--- src/pkg/ctp_pkg.sv ---
package ctp_pkg;

  // bus, register and prescaler widths
  localparam int ADDR_W = 32;
  localparam int DATA_W = 32;
  localparam int REG_W  = 16;
  localparam int PSC_W  = 8;

  // printed register offsets are word indices; byte address is index * 4
  localparam logic [15:0] OFS_A_LO_CNT  = 16'h0106;
  localparam logic [15:0] OFS_A_HOLD    = 16'h0108;
  localparam logic [15:0] OFS_A_HI_CNT  = 16'h010A;
  localparam logic [15:0] OFS_A_LO_PER  = 16'h010C;
  localparam logic [15:0] OFS_A_HI_PER  = 16'h010E;
  localparam logic [15:0] OFS_A_LO_CTL  = 16'h0110;
  localparam logic [15:0] OFS_A_HI_CTL  = 16'h0112;
  localparam logic [15:0] OFS_B_LO_CNT  = 16'h0114;
  localparam logic [15:0] OFS_B_HOLD    = 16'h0116;
  localparam logic [15:0] OFS_B_HI_CNT  = 16'h0118;
  localparam logic [15:0] OFS_B_LO_PER  = 16'h011A;
  localparam logic [15:0] OFS_B_HI_PER  = 16'h011C;
  localparam logic [15:0] OFS_B_LO_CTL  = 16'h011E;
  localparam logic [15:0] OFS_B_HI_CTL  = 16'h0120;
  // interrupt flag status and enable control, one copy per pair instance
  localparam logic [15:0] OFS_IRQ_FLAG  = 16'h0084;
  localparam logic [15:0] OFS_IRQ_EN    = 16'h008C;

  // control register fields
  localparam int CTL_ON        = 15;
  localparam int CTL_IDLE_STOP = 13;
  localparam int CTL_GATE      = 6;
  localparam int CTL_PSC_HI    = 5;
  localparam int CTL_PSC_LO    = 4;
  localparam int CTL_CHAIN     = 3;
  localparam int CTL_CS        = 1;
  localparam logic [15:0] LO_CTL_MASK = 16'hA07A;
  localparam logic [15:0] HI_CTL_MASK = 16'hA072;
  localparam int IRQ_BIT = 7;

  // reset values
  localparam logic [15:0] PER_RESET = 16'hFFFF;
  localparam logic [15:0] CTL_RESET = 16'h0000;
  localparam logic [15:0] CNT_RESET = 16'h0000;

  // prescaler terminal counts for 1:1, 1:8, 1:64, 1:256
  localparam logic [7:0] PSC_T1   = 8'h00;
  localparam logic [7:0] PSC_T8   = 8'h07;
  localparam logic [7:0] PSC_T64  = 8'h3F;
  localparam logic [7:0] PSC_T256 = 8'hFF;

  // register select codes
  localparam logic [3:0] SEL_NONE   = 4'h0;
  localparam logic [3:0] SEL_LO_CNT = 4'h1;
  localparam logic [3:0] SEL_HOLD   = 4'h2;
  localparam logic [3:0] SEL_HI_CNT = 4'h3;
  localparam logic [3:0] SEL_LO_PER = 4'h4;
  localparam logic [3:0] SEL_HI_PER = 4'h5;
  localparam logic [3:0] SEL_LO_CTL = 4'h6;
  localparam logic [3:0] SEL_HI_CTL = 4'h7;
  localparam logic [3:0] SEL_FLAG   = 4'h8;
  localparam logic [3:0] SEL_EN     = 4'h9;

  // bus data-phase states
  typedef enum logic [3:0] {
    CTP_IDLE   = 4'b0001,
    CTP_WRITE  = 4'b0010,
    CTP_RDWAIT = 4'b0100,
    CTP_RDDONE = 4'b1000
  } ctp_bus_e;

endpackage

--- src/design/ctp_timer_pair.sv ---
// The AHB-Lite register port was left to the implementer.
module ctp_timer_pair #(
  parameter bit PAIR_B = 1'b0
) (
  // clock and reset
  input  wire logic                          hclk,
  input  wire logic                          hresetn,
  // ahb-lite slave
  input  wire logic                          hsel,
  input  wire logic [ctp_pkg::ADDR_W-1:0]    haddr,
  input  wire logic [1:0]                    htrans,
  input  wire logic                          hwrite,
  input  wire logic [2:0]                    hsize,
  input  wire logic [ctp_pkg::DATA_W-1:0]    hwdata,
  input  wire logic                          hready,
  output logic                               hreadyout,
  output logic                               hresp,
  output logic [ctp_pkg::DATA_W-1:0]         hrdata,
  // processor power state
  input  wire logic                          cpu_sleep,
  input  wire logic                          cpu_idle,
  // timer pins
  input  wire logic                          low_external_count_pin,
  input  wire logic                          high_external_count_pin,
  // event outputs
  output logic                               irq_req,
  output logic                               adc_trigger,
  output logic [ctp_pkg::REG_W-1:0]          time_base_low,
  output logic [ctp_pkg::REG_W-1:0]          time_base_high
);
  import ctp_pkg::*;

  ////////////////////////////////////////////////////////////////////////////
  // address map of this instance
  // only the map and the peer outputs depend on the pair parameter
  localparam logic [15:0] O_LO_CNT = PAIR_B ? OFS_B_LO_CNT : OFS_A_LO_CNT;
  localparam logic [15:0] O_HOLD   = PAIR_B ? OFS_B_HOLD   : OFS_A_HOLD;
  localparam logic [15:0] O_HI_CNT = PAIR_B ? OFS_B_HI_CNT : OFS_A_HI_CNT;
  localparam logic [15:0] O_LO_PER = PAIR_B ? OFS_B_LO_PER : OFS_A_LO_PER;
  localparam logic [15:0] O_HI_PER = PAIR_B ? OFS_B_HI_PER : OFS_A_HI_PER;
  localparam logic [15:0] O_LO_CTL = PAIR_B ? OFS_B_LO_CTL : OFS_A_LO_CTL;
  localparam logic [15:0] O_HI_CTL = PAIR_B ? OFS_B_HI_CTL : OFS_A_HI_CTL;

  // index to byte address
  // offsets are word indices, four bytes apart on the bus
  function automatic logic [31:0] byte_addr(input logic [15:0] idx);
    byte_addr = {14'h0000, idx, 2'b00};
  endfunction

  // decode a bus address into a register select code
  function automatic logic [3:0] decode(input logic [31:0] a);
    // the map has no overlaps, so the order of the tests is moot
    decode = SEL_NONE;
    if (a == byte_addr(O_LO_CNT))
      decode = SEL_LO_CNT;
    if (a == byte_addr(O_HOLD))
      decode = SEL_HOLD;
    if (a == byte_addr(O_HI_CNT))
      decode = SEL_HI_CNT;
    if (a == byte_addr(O_LO_PER))
      decode = SEL_LO_PER;
    if (a == byte_addr(O_HI_PER))
      decode = SEL_HI_PER;
    if (a == byte_addr(O_LO_CTL))
      decode = SEL_LO_CTL;
    if (a == byte_addr(O_HI_CTL))
      decode = SEL_HI_CTL;
    if (a == byte_addr(OFS_IRQ_FLAG))
      decode = SEL_FLAG;
    if (a == byte_addr(OFS_IRQ_EN))
      decode = SEL_EN;
  endfunction

  ////////////////////////////////////////////////////////////////////////////
  // timer helpers shared by both halves of the pair

  // counting allowed: on, not asleep, not stopped by idle
  // sleep stops both halves; idle stops only a half that asks for it
  function automatic logic running(input logic [15:0] ctl);
    running = ctl[CTL_ON] && !cpu_sleep
              && !(cpu_idle && ctl[CTL_IDLE_STOP]);
  endfunction

  // input event: pin rising edge, gated cycle or plain cycle
  // the pin is sampled once per clock, so an external clock above half
  // the bus clock loses edges
  function automatic logic source(input logic [15:0] ctl,
                                  input logic pin, input logic pin_q);
    if (ctl[CTL_CS])
      source = pin && !pin_q;
    else if (ctl[CTL_GATE])
      source = pin;
    else
      source = 1'b1;
  endfunction

  // gate falling edge ends accumulation and raises an event
  // not qualified by sleep: a gate fall still flags while counting halts
  function automatic logic gate_fall(input logic [15:0] ctl,
                                     input logic pin, input logic pin_q);
    gate_fall = ctl[CTL_ON] && ctl[CTL_GATE] && !ctl[CTL_CS]
                && pin_q && !pin;
  endfunction

  // prescaler step, returns {tick, next count}
  // a terminal count of zero gives a tick on every qualifying cycle
  function automatic logic [8:0] psc_step(input logic [15:0] ctl,
                                          input logic [7:0] psc);
    logic [7:0] term;
    term = PSC_T1;
    case (ctl[CTL_PSC_HI:CTL_PSC_LO])
      2'b01:   term = PSC_T8;
      2'b10:   term = PSC_T64;
      2'b11:   term = PSC_T256;
      default: term = PSC_T1;
    endcase
    if (psc >= term)
      psc_step = {1'b1, 8'h00};
    else
      psc_step = {1'b0, 8'(psc + 8'h01)};
  endfunction

  ////////////////////////////////////////////////////////////////////////////
  // complete state of the block
  // one struct keeps the reset value and the next state in step
  typedef struct packed {
    ctp_bus_e    bus;
    logic [3:0]  sel;
    logic [15:0] lo_cnt;
    logic [15:0] hold;
    logic [15:0] hi_cnt;
    logic [15:0] lo_per;
    logic [15:0] hi_per;
    logic [15:0] lo_ctl;
    logic [15:0] hi_ctl;
    logic [7:0]  lo_psc;
    logic [7:0]  hi_psc;
    logic        lo_pin_q;
    logic        hi_pin_q;
    logic        irq_flag;
    logic        irq_en;
    logic        trig;
    logic [31:0] rdata;
  } ctp_state_s;

  ctp_state_s state_reg;
  ctp_state_s state_next;

  localparam ctp_state_s STATE_RESET = '{
    bus:      CTP_IDLE,
    sel:      SEL_NONE,
    lo_cnt:   CNT_RESET,
    hold:     CNT_RESET,
    hi_cnt:   CNT_RESET,
    lo_per:   PER_RESET,
    hi_per:   PER_RESET,
    lo_ctl:   CTL_RESET,
    hi_ctl:   CTL_RESET,
    lo_psc:   8'h00,
    hi_psc:   8'h00,
    lo_pin_q: 1'b0,
    hi_pin_q: 1'b0,
    irq_flag: 1'b0,
    irq_en:   1'b0,
    trig:     1'b0,
    rdata:    32'h0000_0000
  };

  ////////////////////////////////////////////////////////////////////////////
  // next state: timers first, then the bus, which overrides counting
  // the select code is registered with the address phase, so the address
  // bus is free for the next transfer during a data phase
  always_comb begin
    logic        chain;
    logic        set_evt;
    logic [8:0]  ps_lo;
    logic [8:0]  ps_hi;
    logic [31:0] cnt32;
    logic [31:0] per32;
    logic [15:0] wd;
    logic        accept;
    chain   = 1'b0;
    set_evt = 1'b0;
    ps_lo   = 9'h000;
    ps_hi   = 9'h000;
    cnt32   = 32'h0000_0000;
    per32   = 32'h0000_0000;
    wd      = hwdata[15:0];
    accept  = 1'b0;
    state_next          = state_reg;
    state_next.trig     = 1'b0;
    state_next.lo_pin_q = low_external_count_pin;
    state_next.hi_pin_q = high_external_count_pin;
    chain = state_reg.lo_ctl[CTL_CHAIN];

    // low timer prescaler; all setup comes from the low control register
    // clearing it while off means a restart never sees a stale count
    if (!state_reg.lo_ctl[CTL_ON])
      state_next.lo_psc = 8'h00;
    else if (running(state_reg.lo_ctl)
             && source(state_reg.lo_ctl, low_external_count_pin,
                       state_reg.lo_pin_q)) begin
      ps_lo = psc_step(state_reg.lo_ctl, state_reg.lo_psc);
      state_next.lo_psc = ps_lo[7:0];
    end

    if (chain) begin
      // high control bits ignored, high prescaler idle
      // the high control register may hold anything; it is not read here
      state_next.hi_psc = 8'h00;
      cnt32 = {state_reg.hi_cnt, state_reg.lo_cnt};
      per32 = {state_reg.hi_per, state_reg.lo_per};
      if (ps_lo[8]) begin
        // compare before stepping, so a zero period fires on every tick
        if (cnt32 == per32) begin
          cnt32   = 32'h0000_0000;
          set_evt = 1'b1;
          state_next.trig = !PAIR_B;
        end else begin
          cnt32 = cnt32 + 32'h0000_0001;
        end
      end
      state_next.hi_cnt = cnt32[31:16];
      state_next.lo_cnt = cnt32[15:0];
      if (gate_fall(state_reg.lo_ctl, low_external_count_pin,
                    state_reg.lo_pin_q))
        set_evt = 1'b1;
    end else begin
      // two independent 16-bit timers
      // the low half wraps quietly; only the high half raises events
      if (ps_lo[8]) begin
        if (state_reg.lo_cnt == state_reg.lo_per)
          state_next.lo_cnt = CNT_RESET;
        else
          state_next.lo_cnt = 16'(state_reg.lo_cnt + 16'h0001);
      end
      if (!state_reg.hi_ctl[CTL_ON])
        state_next.hi_psc = 8'h00;
      else if (running(state_reg.hi_ctl)
               && source(state_reg.hi_ctl, high_external_count_pin,
                         state_reg.hi_pin_q)) begin
        ps_hi = psc_step(state_reg.hi_ctl, state_reg.hi_psc);
        state_next.hi_psc = ps_hi[7:0];
      end
      if (ps_hi[8]) begin
        if (state_reg.hi_cnt == state_reg.hi_per) begin
          state_next.hi_cnt = CNT_RESET;
          set_evt = 1'b1;
          state_next.trig = !PAIR_B;
        end else begin
          state_next.hi_cnt = 16'(state_reg.hi_cnt + 16'h0001);
        end
      end
      if (gate_fall(state_reg.hi_ctl, high_external_count_pin,
                    state_reg.hi_pin_q))
        set_evt = 1'b1;
    end

    // data phase of a write: the bus wins over counting
    // a count write also clears its prescaler, so the next tick is a
    // whole prescale period away
    if (state_reg.bus == CTP_WRITE) begin
      case (state_reg.sel)
        SEL_LO_CNT: begin
          state_next.lo_cnt = wd;
          state_next.lo_psc = 8'h00;
          if (chain) begin
            state_next.hi_cnt = state_reg.hold;
            state_next.hi_psc = 8'h00;
          end
        end
        SEL_HOLD:   state_next.hold = wd;
        SEL_HI_CNT: begin
          state_next.hi_cnt = wd;
          state_next.hi_psc = 8'h00;
        end
        SEL_LO_PER: state_next.lo_per = wd;
        SEL_HI_PER: state_next.hi_per = wd;
        SEL_LO_CTL: state_next.lo_ctl = wd & LO_CTL_MASK;
        SEL_HI_CTL: state_next.hi_ctl = wd & HI_CTL_MASK;
        SEL_FLAG:   state_next.irq_flag = hwdata[IRQ_BIT];
        SEL_EN:     state_next.irq_en = hwdata[IRQ_BIT];
        default:    state_next.sel = state_reg.sel;
      endcase
    end

    // a new event beats a clear written in the same cycle; no auto clear
    // or-ing the event in after the write above is what makes set win
    state_next.irq_flag = state_next.irq_flag | set_evt;

    // read wait cycle: sample after any earlier write has landed
    // the hold latch follows every low count read, chained or not; an
    // unchained user simply never reads it
    if (state_reg.bus == CTP_RDWAIT) begin
      case (state_reg.sel)
        SEL_LO_CNT: begin
          state_next.rdata = {16'h0000, state_reg.lo_cnt};
          state_next.hold  = state_reg.hi_cnt;
        end
        SEL_HOLD:   state_next.rdata = {16'h0000, state_reg.hold};
        SEL_HI_CNT: state_next.rdata = {16'h0000, state_reg.hi_cnt};
        SEL_LO_PER: state_next.rdata = {16'h0000, state_reg.lo_per};
        SEL_HI_PER: state_next.rdata = {16'h0000, state_reg.hi_per};
        SEL_LO_CTL: state_next.rdata = {16'h0000, state_reg.lo_ctl};
        SEL_HI_CTL: state_next.rdata = {16'h0000, state_reg.hi_ctl};
        SEL_FLAG:
          state_next.rdata = 32'(state_reg.irq_flag) << IRQ_BIT;
        SEL_EN:
          state_next.rdata = 32'(state_reg.irq_en) << IRQ_BIT;
        default:    state_next.rdata = 32'h0000_0000;
      endcase
    end

    // bus sequencing; a new address phase is taken whenever ready is high
    // no address phase is taken in a read wait cycle; the master holds
    // its request until ready, so none is lost
    accept = (state_reg.bus != CTP_RDWAIT) && hready && hsel && htrans[1];
    case (state_reg.bus)
      CTP_RDWAIT: state_next.bus = CTP_RDDONE;
      CTP_IDLE, CTP_WRITE, CTP_RDDONE: begin
        if (accept) begin
          state_next.sel = decode(haddr);
          state_next.bus = hwrite ? CTP_WRITE : CTP_RDWAIT;
        end else begin
          state_next.bus = CTP_IDLE;
        end
      end
      default: state_next.bus = CTP_IDLE;
    endcase
  end

  ////////////////////////////////////////////////////////////////////////////
  // state register
  // the reset branch loads constants only
  always_ff @(posedge hclk or negedge hresetn) begin
    if (!hresetn)
      state_reg <= STATE_RESET;
    else
      state_reg <= state_next;
  end

  ////////////////////////////////////////////////////////////////////////////
  // outputs; reads take one wait state so read data comes from a flop
  // unmapped addresses read zero with OKAY rather than an error response
  assign hreadyout = (state_reg.bus != CTP_RDWAIT);
  assign hresp     = 1'b0;
  assign hrdata    = state_reg.rdata;
  // same flag and enable serve both modes
  // the enable gates only the request; the flag records events regardless
  assign irq_req   = state_reg.irq_flag && state_reg.irq_en;
  assign adc_trigger = state_reg.trig;
  // second pair offers no capture or compare time base
  assign time_base_low  = PAIR_B ? CNT_RESET : state_reg.lo_cnt;
  assign time_base_high = PAIR_B ? CNT_RESET : state_reg.hi_cnt;

endmodule

--- config.mk ---
export PLATFORM = sky130hd
export DESIGN_NAME = ctp_timer_pair
export DESIGN_NICKNAME = d
export VERILOG_FILES = /design/src/pkg/ctp_pkg.sv /design/src/design/ctp_timer_pair.sv
export SDC_FILE = /design/constraint.sdc
export NUM_CORES = 1
export LEC_CHECK = 0
export BUFFER_PORTS_ARGS = -buffer_cell sky130_fd_sc_hd__buf_4
export CORE_UTILIZATION = 42
export CTS_CLUSTER_DIAMETER = 80
export CTS_CLUSTER_SIZE = 10
export DETAILED_ROUTE_END_ITERATION = 8
export PLACE_DENSITY = 0.7
export REMOVE_ABC_BUFFERS = 1
export SYNTH_ARGS = -nofsm -noshare
export SYNTH_HDL_FRONTEND = slang
export SYNTH_SLANG_ARGS = --single-unit
export TNS_END_PERCENT = 10
--- constraint.sdc ---
create_clock -name hclk -period 3.7 [get_ports hclk]
set_clock_uncertainty 0.05 [all_clocks]
set_input_delay 0.925 -clock hclk [delete_from_list [all_inputs] [get_ports hclk]]
set_output_delay 0.925 -clock hclk [all_outputs]
set_load 0.01 [all_outputs]
-- Word-level counts from Yosys, hierarchy flattened
Index checks and enable logic that the tools add are counted.
Widths: inputs -> output; s select.
- flip-flop bits (word level): 154
- bits of input ports: 78
- output and inout port bits: 68
- word-level logic and storage cells: 168
- bitwise operators: 1
- equality and inequality tests: 32
- multiplexer cells: 74
- reduce and logical (&&, ||, !) cells: 37
- magnitude comparators: 2
- add/sub/neg operators: 5
- operator list (cell ; count):
    $mux 16 ; 15
    $eq 32x11->1 const B ; 7
    $pmux 16 s9 ; 1
    $mux 128 ; 1
    $mux 8 ; 12
    $eq 32x10->1 const B ; 2
    $mux 32 ; 2
    $mux 9 ; 7
    $pmux 8 s3 ; 2
    $mux 4 ; 10
    $add 16x1->16 const B ; 2
    $add 32x1->32 const B ; 1
    $eq 16x16->1 ; 2
    $eq 32x32->1 ; 1
    $pmux 16 s2 ; 1
    $logic_and 1x1->1 ; 22
    $eq 4x3->1 const B ; 5
    $mux 1 ; 18
    $add 8x1->8 const B ; 2
    $ge 8x8->1 ; 2
    $pmux 8 s2 ; 1
    $eq 4x2->1 const B ; 3
    $eq 4x4->1 const B ; 3
    $reduce_and 2->1 ; 5
    10 further kinds ; 24

-- Logic depth before layout (Yosys ltp)
- depth after elaboration: 21
- depth in mapped cells: 11
- depth with buffers taken out: 11

-- Worst setup path before layout
Ideal clock, no wire load.
- path kind: input -> register
- start: input high_external_count_pin
- end: register state_reg (netlist bit time_base_high[14])
- path buffers: 0
- data arrival time: 2.619 ns
- data required time: 3.532 ns
- stages on the path: 7
- path slack: 0.913 ns
- cells stage by stage: nand2b_1 -> a2111oi_4 -> o21ai_2 -> o31a_1 -> o221a_1 -> a221o_1 -> a21o_1
- RTL lines (item ; line ; text):
    from (decl) ; ctp_timer_pair.sv:24 ; input wire logic high_external_count_pin,
    to (signal assigned) ; ctp_timer_pair.sv:339 ; state_reg <= state_next;
    to (decl) ; ctp_timer_pair.sv:146 ; ctp_state_s state_reg;

==> flow_metrics.env <==
export IMPL_cts_root_buf="clkbuf_16"
export IMPL_cap_violations=0
export IMPL_yosys_area_top_type="dfrtp_1"
export IMPL_cp_num_cells=9
export IMPL_area_growth_pct=15.3
export IMPL_totalWireLength_um=27800
export IMPL_finalNetCount=1145
export IMPL_design_area_sq_um=10500
export IMPL_synth_seq_cells=138
export IMPL_grt_busiest_layer="met2"
export IMPL_globalRouteMet1Util=0.348
export IMPL_clock_sinks=138
export IMPL_place_area_sq_um=9840
export IMPL_p_leak_nw=4.59
export IMPL_synth_cell_types=73
export IMPL_synth_async_reset_ratio=1.00
export IMPL_fin_setup_tns_ns=0
export IMPL_clk_path_buf_depth=2
export IMPL_slew_headroom=0.205
export IMPL_cp_required_ns=3.97
export IMPL_startpoint_type="flip-flop"
export IMPL_synth_most_common_cell="dfrtp_1"
export IMPL_antenna_left=0
export IMPL_gp_congestion=0.942
export IMPL_diodes=0
export IMPL_use_met2=0.417
export IMPL_use_met3=0.0599
export IMPL_core_area_sq_um=21100
export IMPL_grt_pass1_vias=7918
export IMPL_grt_ovfl_total=0
export IMPL_start_util=0.431
export IMPL_gr_usage_all_layers=0.262
export IMPL_worst_slack_ns=0.370
export IMPL_rows=53
export IMPL_worstPathArrival_ns=3.60
export IMPL_post_route_drc_count=0
export IMPL_cp_end_kind="flip-flop"
export IMPL_status="finished, final reports clean"
export IMPL_syn_area_sq_um=9090
export IMPL_drt_wirelength_per_cell_um=20.8
export IMPL_antenna_found_initial=1
export IMPL_hpwl_um=20200
export IMPL_worstPathMaxFanout=12
export IMPL_portBuffers=108
export IMPL_drv_slew=0
export IMPL_setup_viol=0
export IMPL_largest_reg_flops=89
export IMPL_final_fill_count=1961
export IMPL_drtPass1Iterations=9
export IMPL_utilization=0.497
export IMPL_first_iter_violations=892
export IMPL_synth_avg_cell_area_sq_um=9.10
export IMPL_grt_pass1_wl_um=44200
export IMPL_synth_edf_count=0
export IMPL_via_per_inst=6.04
export IMPL_cts_buffers=17
export IMPL_die_area_sq_um=22200
export IMPL_crit_buf_inv=0
export IMPL_dieHeight_um=149
export IMPL_rsz0062_at_grt="false"
export IMPL_clk_latency_ns=0.43
export IMPL_worst_slew_pin_slew_ns=1.19
export IMPL_drive_above_1_share=0.250
export IMPL_synth_area_leaders="dfrtp_1, dfstp_2, mux2_2"
export IMPL_hold_class="in2async"
export IMPL_cts_htree_levels=4
export IMPL_clock_fmax_ghz=0.300
export IMPL_yosysSeqAreaShare=0.385
export IMPL_cellPowerDensity_nw_per_um2=360
export IMPL_synth_top_cell_area_share=0.289
export IMPL_crit_slowest_cell="a2111oi_0"
export IMPL_crit_chain="or2_2, ha_1, nand2b_1, a2111oi_0, o311a_1, or3_1, o22ai_1, o21a_1, a21o_1"
export IMPL_fin_crit_sh=0.900
export IMPL_synth_main_ff_cell="dfrtp_1"
export IMPL_critical_path_top_delay_family="compound AO/OA/AOI/OAI gates"
export IMPL_tritoncts="built"
export IMPL_synthTopCellsByCount="dfrtp_1, nand2_1, o21ai_0"
export IMPL_crit_type="reg2reg"
export IMPL_critical_path_max_stage_delay_ns=0.54
export IMPL_grt_max_degree=72
export IMPL_reg2reg_depth=9
export IMPL_synth_cells=999
export IMPL_path_clk_slew_ns=0.06
export IMPL_ir_worst_vdd_mv=0.243
export IMPL_vias=8069
export IMPL_die_w_um=149
export IMPL_yosys_warnings=0
export IMPL_hold_viol=0
export IMPL_period_needed_ns=3.33
export IMPL_dp_slack_ns=0.366
export IMPL_ios=146
[repair_timing]
action	CTS	global route
setup buffers	0	0
endpoints found under the setup margin	0	1
hold buffers	0	0
resized for setup	0	1
hold endpoints to repair	0	0
[worst paths after layout]
| kind | start | endpoint | slack (ns) |
|---|---|---|---|
| worst max-delay path | state_reg[74]$_DFFE_PN0P_ | time_base_high[14]$_DFF_PN0_ | 0.37 |
| worst min-delay path | hresetn | state_reg[49]$_DFF_PN0_ | 0.40 |
| worst max register to register | state_reg[74]$_DFFE_PN0P_ | time_base_high[14]$_DFF_PN0_ | 0.37 |
| worst min register to register | hrdata[7]$_DFFE_PN0P_ | hrdata[7]$_DFFE_PN0P_ | 0.43 |
| max in group asynchronous | hresetn | state_reg[103]$_DFFE_PN1P_ | 2.41 |
| min in group hclk | hrdata[7]$_DFFE_PN0P_ | hrdata[7]$_DFFE_PN0P_ | 0.43 |
[logic make-up after synthesis]
group / synth area share
AO/OA/AOI/OAI: 0.192
XOR/XNOR: 0.0492
adder cells (fa/ha/maj): 0.0248
buffers and inverters: 0.0917
flip-flops: 0.385
multiplexers: 0.0857
other: 0.000413
AND/OR/NAND/NOR: 0.172
[power by group]
part | total, W | switching (W) | internal, W
logic | 0.000303 | 0.000167 | 0.000136
registers | 0.00163 | 0.0000667 | 0.00157
clock network | 0.00183 | 0.000682 | 0.00115
[routing by layer]
metal | share of wire | vias up | routed length, um
li1 | - | 3663 | -
met1 | 0.41 | 3908 | 11400
met2 | 0.47 | 434 | 13000
met3 | 0.092 | 64 | 2550
met4 | 0.030 | 0 | 821
met5 | 0 | - | 0
[through the flow]
stage,instances,hold WS [ns],total power (W)
after floorplan,889,0.421,0.00176
after global placement,1305,0.414,0.00195
after detailed placement,1305,0.417,0.00196
after CTS,1337,0.409,0.00379
after global routing,1337,0.416,0.00389
final,1337,0.403,0.00377
[cells in the final DEF, fill, tap and decap left out, types with 5 or more instances in the layout]
cell type  synthesis  final
inv_1             24     24
nor2b_1            8      8
nor2_1            68     68
and2_1            10     10
nand3_1           36     36
or3_1              6      6
o21a_1            12     12
xor2_1            44     44
mux2i_1           26     26
nor4_1            17     17
a222oi_1          11     11
mux2_2            46     46
a22oi_1           27     27
and4_1             5      5
nand4_1           19     19
nand2_1           84     84
nand2b_1           9      9
a21o_1            11     11
o21ai_0           73     73
a221oi_1          13     13
a21boi_0           5      5
dfstp_2           33     33
buf_4             65    139
a2bb2oi_1          6      6
clkbuf_16          0     17
o211ai_1           5      5
nor3_1            25     23
ha_1              18     18
dfrtp_1          105    105
conb_1             1     17
and3_1            12     12
a21oi_1           41     41
xnor2_1            7      7
[area by class of cell]
type / count / area, sq um / share of cell area
clock inverter: 13 / 193 / 0.0184
tap: 275 / 344 / 0.0328
inverter: 25 / 93.8 / 0.00896
multi-input combinational: 726 / 4830 / 0.461
sequential: 138 / 3490 / 0.334
clock buffer: 19 / 443 / 0.0423
timing repair buffer: 141 / 1070 / 0.103
No activity file was read; power rests on OpenSTA's default activity.
